`src/fosc_pkg.sv`:
```
package fosc_pkg;

  // ************************************************************
  // Register map and field layout
  // ************************************************************
  localparam int unsigned REG_WIDTH = 16;
  localparam logic [3:0] ADDR_FAULT_STATE = 4'h3;
  localparam logic [3:0] ADDR_PROT_ENABLE = 4'h4;
  localparam int unsigned POS_UV_STATE = 15;
  localparam int unsigned POS_OV_STATE = 14;
  localparam int unsigned POS_PWM_STATE = 13;
  localparam int unsigned POS_STP_STATE = 11;
  localparam int unsigned POS_RSVD = 10;
  localparam int unsigned POS_SPI_STATE = 8;
  localparam int unsigned POS_REG_STATE = 7;
  localparam int unsigned POS_LINK_STATE = 6;
  localparam int unsigned POS_ODD_EN = 5;
  localparam int unsigned POS_EVEN_EN = 4;
  localparam int unsigned POS_CRC_STATE = 3;
  localparam int unsigned POS_BIAS_SEL = 0;
  localparam logic [15:0] RESET_FAULT_STATE = 16'h0200;
  localparam logic [15:0] RESET_PROT_ENABLE = 16'h0934;
  localparam logic RESET_GATE_DOWN = 1'b1;

  // ************************************************************
  // Two-bit output action codes
  // ************************************************************
  localparam logic [1:0] ACT_LOW = 2'h0;
  localparam logic [1:0] ACT_HIGH = 2'h1;

  typedef struct packed {
    logic [15:0] fault_state_q;
    logic [15:0] prot_enable_q;
    logic crc_flag_q;
    logic gate_up_q;
    logic gate_down_q;
    logic odd_en_q;
    logic even_en_q;
    logic [2:0] bias_q;
    logic [15:0] rdata_q;
  } fosc_state_type;

endpackage

```
`src/fosc_bank.sv`:
```
`timescale 1ns/1ps
// Notes on behaviour
// - A primary undervoltage fault pulls the gate low when its state bit is 0, else no action.
// - A primary overvoltage fault pulls the gate low when its state bit is 0, else no action.
// - A PWM check fault pulls the gate low when its state bit is 0, else no action.
// - The shoot-through field gives low on 0, high on 1, no action on 3, reserved 2, reset 0.
// - Writing 1 to reserved bit 10 sets the configuration checksum fault flag and stores the value.
// - The serial fault field gives low on 0, high on 1, no action on 2 or 3, reset 2.
// - An internal regulator fault pulls the gate low when its state bit is 0, else no action.
// - An internal link fault pulls the gate low when its state bit is 0, else no action.
// - The odd-input current source enable follows bit 5, reset 0.
// - The even-input current source enable follows bit 4, reset 0.
// - A configuration checksum fault pulls the gate low when its state bit is 0, else no action.
// - The bias select field enables inputs one, three and five as a bitmap.
// - A selected bias current is only applied while the odd-input source enable is 1.
module fosc_bank
(
  input wire logic REF_CLK,
  input wire logic RST_N,
  input wire logic WR_EN,
  input wire logic RD_EN,
  input wire logic [3:0] ADDR,
  input wire logic [fosc_pkg::REG_WIDTH-1:0] WDATA,
  input wire logic CRC_CLEAR,
  input wire logic CMD_IN,
  input wire logic UV_FAULT,
  input wire logic OV_FAULT,
  input wire logic PWM_FAULT,
  input wire logic STP_FAULT,
  input wire logic SPI_FAULT,
  input wire logic REG_FAULT,
  input wire logic LINK_FAULT,
  input wire logic CRC_FAULT,
  output logic [fosc_pkg::REG_WIDTH-1:0] RDATA,
  output logic CONFIG_CHECKSUM_FAULT_FLAG,
  output logic GATE_PULLUP_OUTPUT,
  output logic GATE_PULLDOWN_OUTPUT,
  output logic ODD_INPUT_SOURCE_ENABLE,
  output logic EVEN_INPUT_SOURCE_ENABLE,
  output logic [2:0] BIAS_CURRENT_ENABLE,
  output logic [fosc_pkg::REG_WIDTH-1:0] PROT_ENABLE_CONFIG
);
  import fosc_pkg::*;

  // ************************************************************
  // Local sizes
  // ************************************************************
  // Faults whose state field is a single bit: 0 pulls low, 1 is no action
  localparam int unsigned NUM_SINGLE = 6;
  localparam int unsigned ACT_WIDTH = 2;
  localparam int unsigned BIAS_WIDTH = 3;

  // ************************************************************
  // Decode helpers
  // ************************************************************
  // One strobe-and-address match shared by both register write paths
  function automatic logic addr_hit
  (
    input logic strobe,
    input logic [3:0] sel,
    input logic [3:0] target
  );
    addr_hit = strobe && (sel == target);
  endfunction

  // Two-bit codes: bit 0 of the result asks for low, bit 1 for high
  function automatic logic [ACT_WIDTH-1:0] action_decode
  (
    input logic [ACT_WIDTH-1:0] code
  );
    logic [ACT_WIDTH-1:0] req;
    req = 2'h0;
    case (code)
      ACT_LOW:
      begin
        req = 2'h1;
      end
      ACT_HIGH:
      begin
        req = 2'h2;
      end
      default:
      begin
        // Reserved codes act as no action rather than guessing a level
        req = 2'h0;
      end
    endcase
    action_decode = req;
  endfunction

  // ************************************************************
  // Declarations
  // ************************************************************
  fosc_state_type s_q;
  fosc_state_type s_d;
  logic [REG_WIDTH-1:0] cfg;
  logic [NUM_SINGLE-1:0] single_flt;
  logic [NUM_SINGLE-1:0] single_cfg;
  wire logic [NUM_SINGLE-1:0] single_low;
  logic [ACT_WIDTH-1:0] stp_req;
  logic [ACT_WIDTH-1:0] spi_req;
  logic force_low;
  logic force_high;
  logic wr_fault_state;
  logic wr_prot_enable;

  // ************************************************************
  // Fault collection
  // ************************************************************
  // Fault inputs arrive already masked and on this clock, so no synchroniser
  assign cfg = s_q.fault_state_q;

  assign single_flt =
  {
    UV_FAULT,
    OV_FAULT,
    PWM_FAULT,
    REG_FAULT,
    LINK_FAULT,
    // The sticky flag keeps acting like a checksum fault until cleared
    CRC_FAULT | s_q.crc_flag_q
  };

  assign single_cfg =
  {
    cfg[POS_UV_STATE],
    cfg[POS_OV_STATE],
    cfg[POS_PWM_STATE],
    cfg[POS_REG_STATE],
    cfg[POS_LINK_STATE],
    cfg[POS_CRC_STATE]
  };

  // ************************************************************
  // Fault resolution
  // ************************************************************
  genvar gi;
  generate
    for (gi = 0; gi < NUM_SINGLE; gi = gi + 1)
    begin : g_single
      assign single_low[gi] = single_flt[gi] & ~single_cfg[gi];
    end
  endgenerate

  assign stp_req = STP_FAULT ? action_decode(cfg[POS_STP_STATE+:2]) : 2'h0;
  assign spi_req = SPI_FAULT ? action_decode(cfg[POS_SPI_STATE+:2]) : 2'h0;

  // Low beats high: a conflict between faults must never turn the switch on
  assign force_low = (|single_low) | stp_req[0] | spi_req[0];
  assign force_high = stp_req[1] | spi_req[1];

  // ************************************************************
  // Write decode
  // ************************************************************
  assign wr_fault_state = addr_hit(WR_EN, ADDR, ADDR_FAULT_STATE);
  assign wr_prot_enable = addr_hit(WR_EN, ADDR, ADDR_PROT_ENABLE);

  // ************************************************************
  // Next state
  // ************************************************************
  always_comb
  begin
    s_d = s_q;
    if (wr_fault_state)
    begin
      s_d.fault_state_q = WDATA;
    end
    if (wr_prot_enable)
    begin
      s_d.prot_enable_q = WDATA;
    end
    // Set wins over a simultaneous clear, so a bad write is never lost
    if (CRC_CLEAR)
    begin
      s_d.crc_flag_q = 1'b0;
    end
    if (wr_fault_state && WDATA[POS_RSVD])
    begin
      s_d.crc_flag_q = 1'b1;
    end
    if (force_low)
    begin
      s_d.gate_up_q = 1'b0;
    end
    else if (force_high)
    begin
      s_d.gate_up_q = 1'b1;
    end
    else
    begin
      s_d.gate_up_q = CMD_IN;
    end
    s_d.gate_down_q = ~s_d.gate_up_q;
    // Enables follow the incoming word so they settle with the register
    s_d.odd_en_q = s_d.fault_state_q[POS_ODD_EN];
    s_d.even_en_q = s_d.fault_state_q[POS_EVEN_EN];
    s_d.bias_q = s_d.fault_state_q[POS_BIAS_SEL+:BIAS_WIDTH]
      & {BIAS_WIDTH{s_d.fault_state_q[POS_ODD_EN]}};
    if (RD_EN)
    begin
      // A read in the same cycle as a write returns the old word
      case (ADDR)
        ADDR_FAULT_STATE:
        begin
          s_d.rdata_q = s_q.fault_state_q;
        end
        ADDR_PROT_ENABLE:
        begin
          s_d.rdata_q = s_q.prot_enable_q;
        end
        default:
        begin
          s_d.rdata_q = '0;
        end
      endcase
    end
  end

  // ************************************************************
  // State register
  // ************************************************************
  always_ff @(posedge REF_CLK)
  begin
    if (!RST_N)
    begin
      s_q <= '0;
      s_q.fault_state_q <= RESET_FAULT_STATE;
      s_q.prot_enable_q <= RESET_PROT_ENABLE;
      s_q.gate_down_q <= RESET_GATE_DOWN;
    end
    else
    begin
      s_q <= s_d;
    end
  end

  // ************************************************************
  // Outputs
  // ************************************************************
  assign RDATA = s_q.rdata_q;
  assign CONFIG_CHECKSUM_FAULT_FLAG = s_q.crc_flag_q;
  assign GATE_PULLUP_OUTPUT = s_q.gate_up_q;
  assign GATE_PULLDOWN_OUTPUT = s_q.gate_down_q;
  assign ODD_INPUT_SOURCE_ENABLE = s_q.odd_en_q;
  assign EVEN_INPUT_SOURCE_ENABLE = s_q.even_en_q;
  assign BIAS_CURRENT_ENABLE = s_q.bias_q;
  assign PROT_ENABLE_CONFIG = s_q.prot_enable_q;

endmodule // fosc_bank

```
`config.mk`:
```
export PLATFORM = sky130hd
export DESIGN_NAME = fosc_bank
export DESIGN_NICKNAME = d
export VERILOG_FILES = /design/src/fosc_pkg.sv /design/src/fosc_bank.sv
export SDC_FILE = /design/constraint.sdc
export NUM_CORES = 1
export LEC_CHECK = 0
export ABC_AREA = 1
export ABC_CLOCK_PERIOD_IN_PS = 850
export BUFFER_PORTS_ARGS = -buffer_cell sky130_fd_sc_hd__buf_2
export CAP_MARGIN = 20
export CORE_MARGIN = 1.5
export CORE_UTILIZATION = 45
export CTS_CLUSTER_DIAMETER = 200
export DETAILED_ROUTE_END_ITERATION = 8
export PLACE_DENSITY = 0.75
export SYNTH_ARGS = -nofsm -noshare
export SYNTH_HDL_FRONTEND = slang
export SYNTH_SLANG_ARGS = --single-unit
```
`constraint.sdc`:
```
create_clock -name REF_CLK -period 0.85 [get_ports REF_CLK]
set_input_delay 0 -clock REF_CLK [delete_from_list [all_inputs] [get_ports REF_CLK]]
set_output_delay 0 -clock REF_CLK [all_outputs]
set_load 0.01 [all_outputs]
```
* Word level (Yosys, flattened, before mapping) *
Cells that the tools add are included.

word-level totals
  input bits = 34
  register bits after elaboration = 56
  output and inout port bits = 40

cells by class
  bitwise operators = 18
  reduce and logical (&&, ||, !) cells = 7
  mux-type cells = 10
  eq/ne operators = 4

operator list
  operator                                             count
  case mux 16 bit (2 select lines)                     1
  case mux 2 bit (2 select lines)                      2
  NOT 1 bit                                            7
  AND 1 bit                                            6
  2-to-1 mux 6 bit                                     1
  OR reduction 6 bit                                   1
  equality test 2 x 1 -> 1 bit, second input constant  2
  equality test 4 x 2 -> 1 bit, second input constant  1
  equality test 4 x 3 -> 1 bit, second input constant  1
  zero test 2 bit                                      2
  2-to-1 mux 1 bit                                     4
  2-to-1 mux 2 bit                                     2
  bitwise OR 1 bit                                     4
  AND 3 bit                                            1
  logical AND 1 bit                                    3
  nonzero test 2 bit                                   1

* Depth between registers and ports, before layout *
  word-level depth = 7
  depth in mapped cells = 7
  mapped depth without buffers = 7

* Worst setup path after synthesis *
Ideal clock, no wire load.

  path kind = input -> register
  start = in ADDR[3]
  end = reg s_q (netlist bit PROT_ENABLE_CONFIG[5])
  arrival time = 0.742 ns
  buffers on the path = 2
  cell stages on the path = 6
  setup slack = -0.027 ns
  library setup time = 0.135 ns
  cells stage by stage = nor2_2 nand3_2 buf_6 buf_6 nand2_1 o211ai_2

on the way
  word-level cells in the longest chain between the ends = 2

ends and longest elaborated chain
  item                          line             text
  start, declared               fosc_bank.sv:22  input wire logic [3:0] ADDR,
  equality test 4 x 3 -> 1 bit  fosc_bank.sv:63  addr_hit = strobe && (sel == target);
  logical AND 1 bit             fosc_bank.sv:63
  end, declared                 fosc_bank.sv:94  fosc_state_type s_q;

Every way passes these cells.
A chain may end at the register's enable or synchronous reset.

* Worst setup path after layout *
  start = reg s_q (netlist bit CONFIG_CHECKSUM_FAULT_FLAG)
  end = reg s_q (netlist bit GATE_PULLDOWN_OUTPUT)

on the way
  word-level cells in the longest chain between the ends = 7

ends and longest elaborated chain
  item                            line              text
  bitwise OR 1 bit                fosc_bank.sv:121  CRC_FAULT | s_q.crc_flag_q
  AND 1 bit                       fosc_bank.sv:141  assign single_low[gi] = single_flt[gi] & ~single_cfg[gi];
  OR reduction 6 bit              fosc_bank.sv:149  assign force_low = (|single_low) | stp_req[0] | spi_req[0];
  bitwise OR 1 bit (2 in series)  fosc_bank.sv:149
  2-to-1 mux 1 bit                fosc_bank.sv:181  if (force_low)
  NOT 1 bit                       fosc_bank.sv:193  s_d.gate_down_q = ~s_d.gate_up_q;

Every way passes these cells.

==> results.txt <==
Reg-to-reg startpoint -> CONFIG_CHECKSUM_FAULT_FLAG
Reg2Reg Setup Slack -> -0.08 ns
Via count -> 2,464
Arr. time, crit path -> 1.15 ns
Most frequent cells in the layout -> nand2_1, nor2_1, buf_2, inv_1, dfxtp_1
Final Hold Vio Count -> 0
Worst R2R End -> GATE_PULLDOWN_OUTPUT
First-pass GRT wire length -> 10.1 mm
Final Total Pwr -> 5.02 mW
WL/cell -> 11.5 um
Initial antenna violation count -> 0
Detailed Route Iter0 Violations -> 118
Die Wd -> 75.5 um
Relative slew slack -> 0.839
Worst hold path type -> input port to register
Critical path origin -> CONFIG_CHECKSUM_FAULT_FLAG
DRT antenna net count -> 0
Crit path depth -> 6
Setup Viol. Count Final -> 4
Most used cell, CP -> nor2_2
Post-Syn Area per Cell -> 6.66 um^2
Sequential share of the synthesized area -> 0.457
Number of buffers and inverters on the critical path -> 1
CTS max path bufs -> 2
CP max stage cell -> dfxtp_2
Req. time, crit path -> 1.07 ns
Peak VDD IR -> 1.05 mV
Die Y -> 75.5 um
Commonest non-fill, non-tap cell in the layout -> nand2_1
Post-Syn Nets -> 389
RSZ-0062 raised after global routing -> yes
Largest net degree at the start of global routing -> 33
Number of max-cap violations -> 0
Diodes inserted -> 0
IO buf count -> 73
Clock transition at path regs -> 0.09 ns
Worst-path cell chain -> nor2_2 > nor2_1 > nor2_2 > nand2_1 > nor2_2 > inv_1
Total GRT Usage -> 0.233
Minimum clock period after layout -> 0.931 ns
Slowest stage delay, CP -> 0.34 ns
Final Skew -> 0.00778 ns
Setup CP Type -> register to register
Synthesis-to-finish area growth -> 41.2%
Clk sink count -> 54
Root buf cell -> clkbuf_8
Syn Std Cell Area -> 0.00236 mm^2
Cells after Synth -> 355
Kind of end point of the critical path -> register
Gr ovfl total -> 0
Post-Route WL -> 6.20 mm
CP max FO -> 2
H-tree lvl count -> 2
Vias/cell -> 4.59
Worst R2R Path Depth -> 6
Effective utilization at floorplan -> 0.466
Hold slack -> 0.0219 ns
DRC viols -> 0
Die Area -> 0.00570 mm^2
Layout cells sized above 1 -> 0.306
Vias in the first global route -> 2,264
#FFs+latches synth -> 54
Delay-heaviest family, CP -> simple AND/OR/NAND/NOR gates
Final Worst Setup Slack -> -0.0809 ns
# rows -> 26
Io pins -> 74
Fmax -> 1070 MHz
Placer Congestion -> 0.846
Pwr/cell area -> 1500 mW/mm^2
Actual slew at the worst max-slew pin -> 0.241 ns
Status -> finished, violations left
Worst Setup EP -> GATE_PULLDOWN_OUTPUT
Placed cell areas -> 0.00298 mm^2
Tcrit/Tclk final -> 1.10
Leak -> 1.77 nW
Post-layout nets -> 500
First-pass DRT Iterations -> 4
Failing checks -> setup timing
Post-CTS Setup Repair Bufs -> 0
Synth Warn # -> 0
Design area -> 0.00334 mm^2
CTS tree -> done
Hpwl dp -> 4.31 mm
Clock buffer count from CTS -> 5
Area of the core -> 0.00507 mm^2
Final Core Density -> 0.658
Synth cell types -> 18
Clock network latency to the later pin of the worst-skew pair -> 0.31 ns
Max Slew Vio Count -> 0
TNS Setup -> -0.108 ns
Setup crit start kind -> register
per-layer routing:
metal	part of all wire	GRT usage	vias to the layer above
met5	0	0	-
met4	0.013	0.0853	0
met3	0.053	0.0384	7
met2	0.48	0.402	67
met1	0.46	0.294	1095
li1	-	-	1295
kinds of logic after synthesis:
group,synth area share
AOI/OAI and AO/OA,0.0624
buffers and inverters,0.113
DFF,0.457
and+or+nand+nor,0.368
synth_stat cells:
cell,count,share of area
nand2_1,91,0.14
nor2_1,78,0.12
dfxtp_1,54,0.46
inv_1,46,0.073
nand3_1,32,0.068
o21ai_0,14,0.030
a21oi_1,13,0.028
clkbuf_1,7,0.011
buf_2,6,0.013
buf_6,3,0.014
nand3_2,2,0.0085
nand4_1,2,0.0053
nor2_4,2,0.0095
inv_2,1,0.0016
nand2_2,1,0.0026
nand3b_1,1,0.0032
nor2_2,1,0.0026
o211ai_2,1,0.0053
worst min-delay path by stage:
| stage | startpoint | to | slack, ns | cells past startpoint |
|---|---|---|---|---|
| 2_1_floorplan | WDATA[11] | PROT_ENABLE_CONFIG[11] | 0.11 | 2 |
| 3_3_place_gp | WDATA[2] | PROT_ENABLE_CONFIG[2] | 0.23 | 3 |
| 3_5_place_dp | WDATA[2] | PROT_ENABLE_CONFIG[2] | 0.23 | 3 |
| 4_1_cts | CMD_IN | GATE_PULLUP_OUTPUT | 0.03 | 5 |
| 5_1_grt | CMD_IN | GATE_PULLUP_OUTPUT | 0.06 | 5 |
| 6_report | CMD_IN | GATE_PULLUP_OUTPUT | 0.02 | 5 |
layout make-up:
class                   instances  area [um^2]
flip-flops and latches         54         1100
clock buffers                   7         76.3
clock inverters                 1         30.0
multi-input cells             238         1070
well taps                      70         87.6
repair buffers                120          802
fillers                       490         1740
inverters                      47          176
power breakdown:
part,total (mW),leakage (nW),switching (mW),internal (mW)
clock network,1.71,0.0524,0.832,0.883
registers,2.63,0.444,0.0364,2.60
logic,0.669,1.28,0.364,0.305
total,5.02,1.77,1.23,3.79
worst register-to-register path, cell delays in order (launching register included):
cell	delay (ns)
dfxtp_2	0.34
nor2_2	0.09
nor2_1	0.06
nor2_2	0.12
nand2_1	0.08
nor2_2	0.11
inv_1	0.04
per-stage QoR:
stage | instances | setup WS [ns]
4_1_cts | 537 | -0.0787
3_3_place_gp | 511 | -0.0871
5_1_grt | 537 | -0.134
3_5_place_dp | 511 | -0.127
2_1_floorplan | 355 | 0.0148
6_report | 537 | -0.0809
what timing repair did:
| action | in CTS | in global routing |
|---|---|---|
| pin swaps | 4 | 9 |
| hold buffers | 18 | 0 |
| resized for setup | 9 | 29 |
| hold endpoints to repair | 31 | 0 |
| cloned | 0 | 0 |
| setup endpoints to repair | 6 | 19 |
state kept, by name, summed over array words and instances (netlist names):
name / cells
CONFIG_CHECKSUM_FAULT_FLAG: 1
GATE_PULLDOWN_OUTPUT: 1
cfg: 16
GATE_PULLUP_OUTPUT: 1
RDATA: 16
PROT_ENABLE_CONFIG: 16
BIAS_CURRENT_ENABLE: 3
Power figures use the tool's default switching activity.
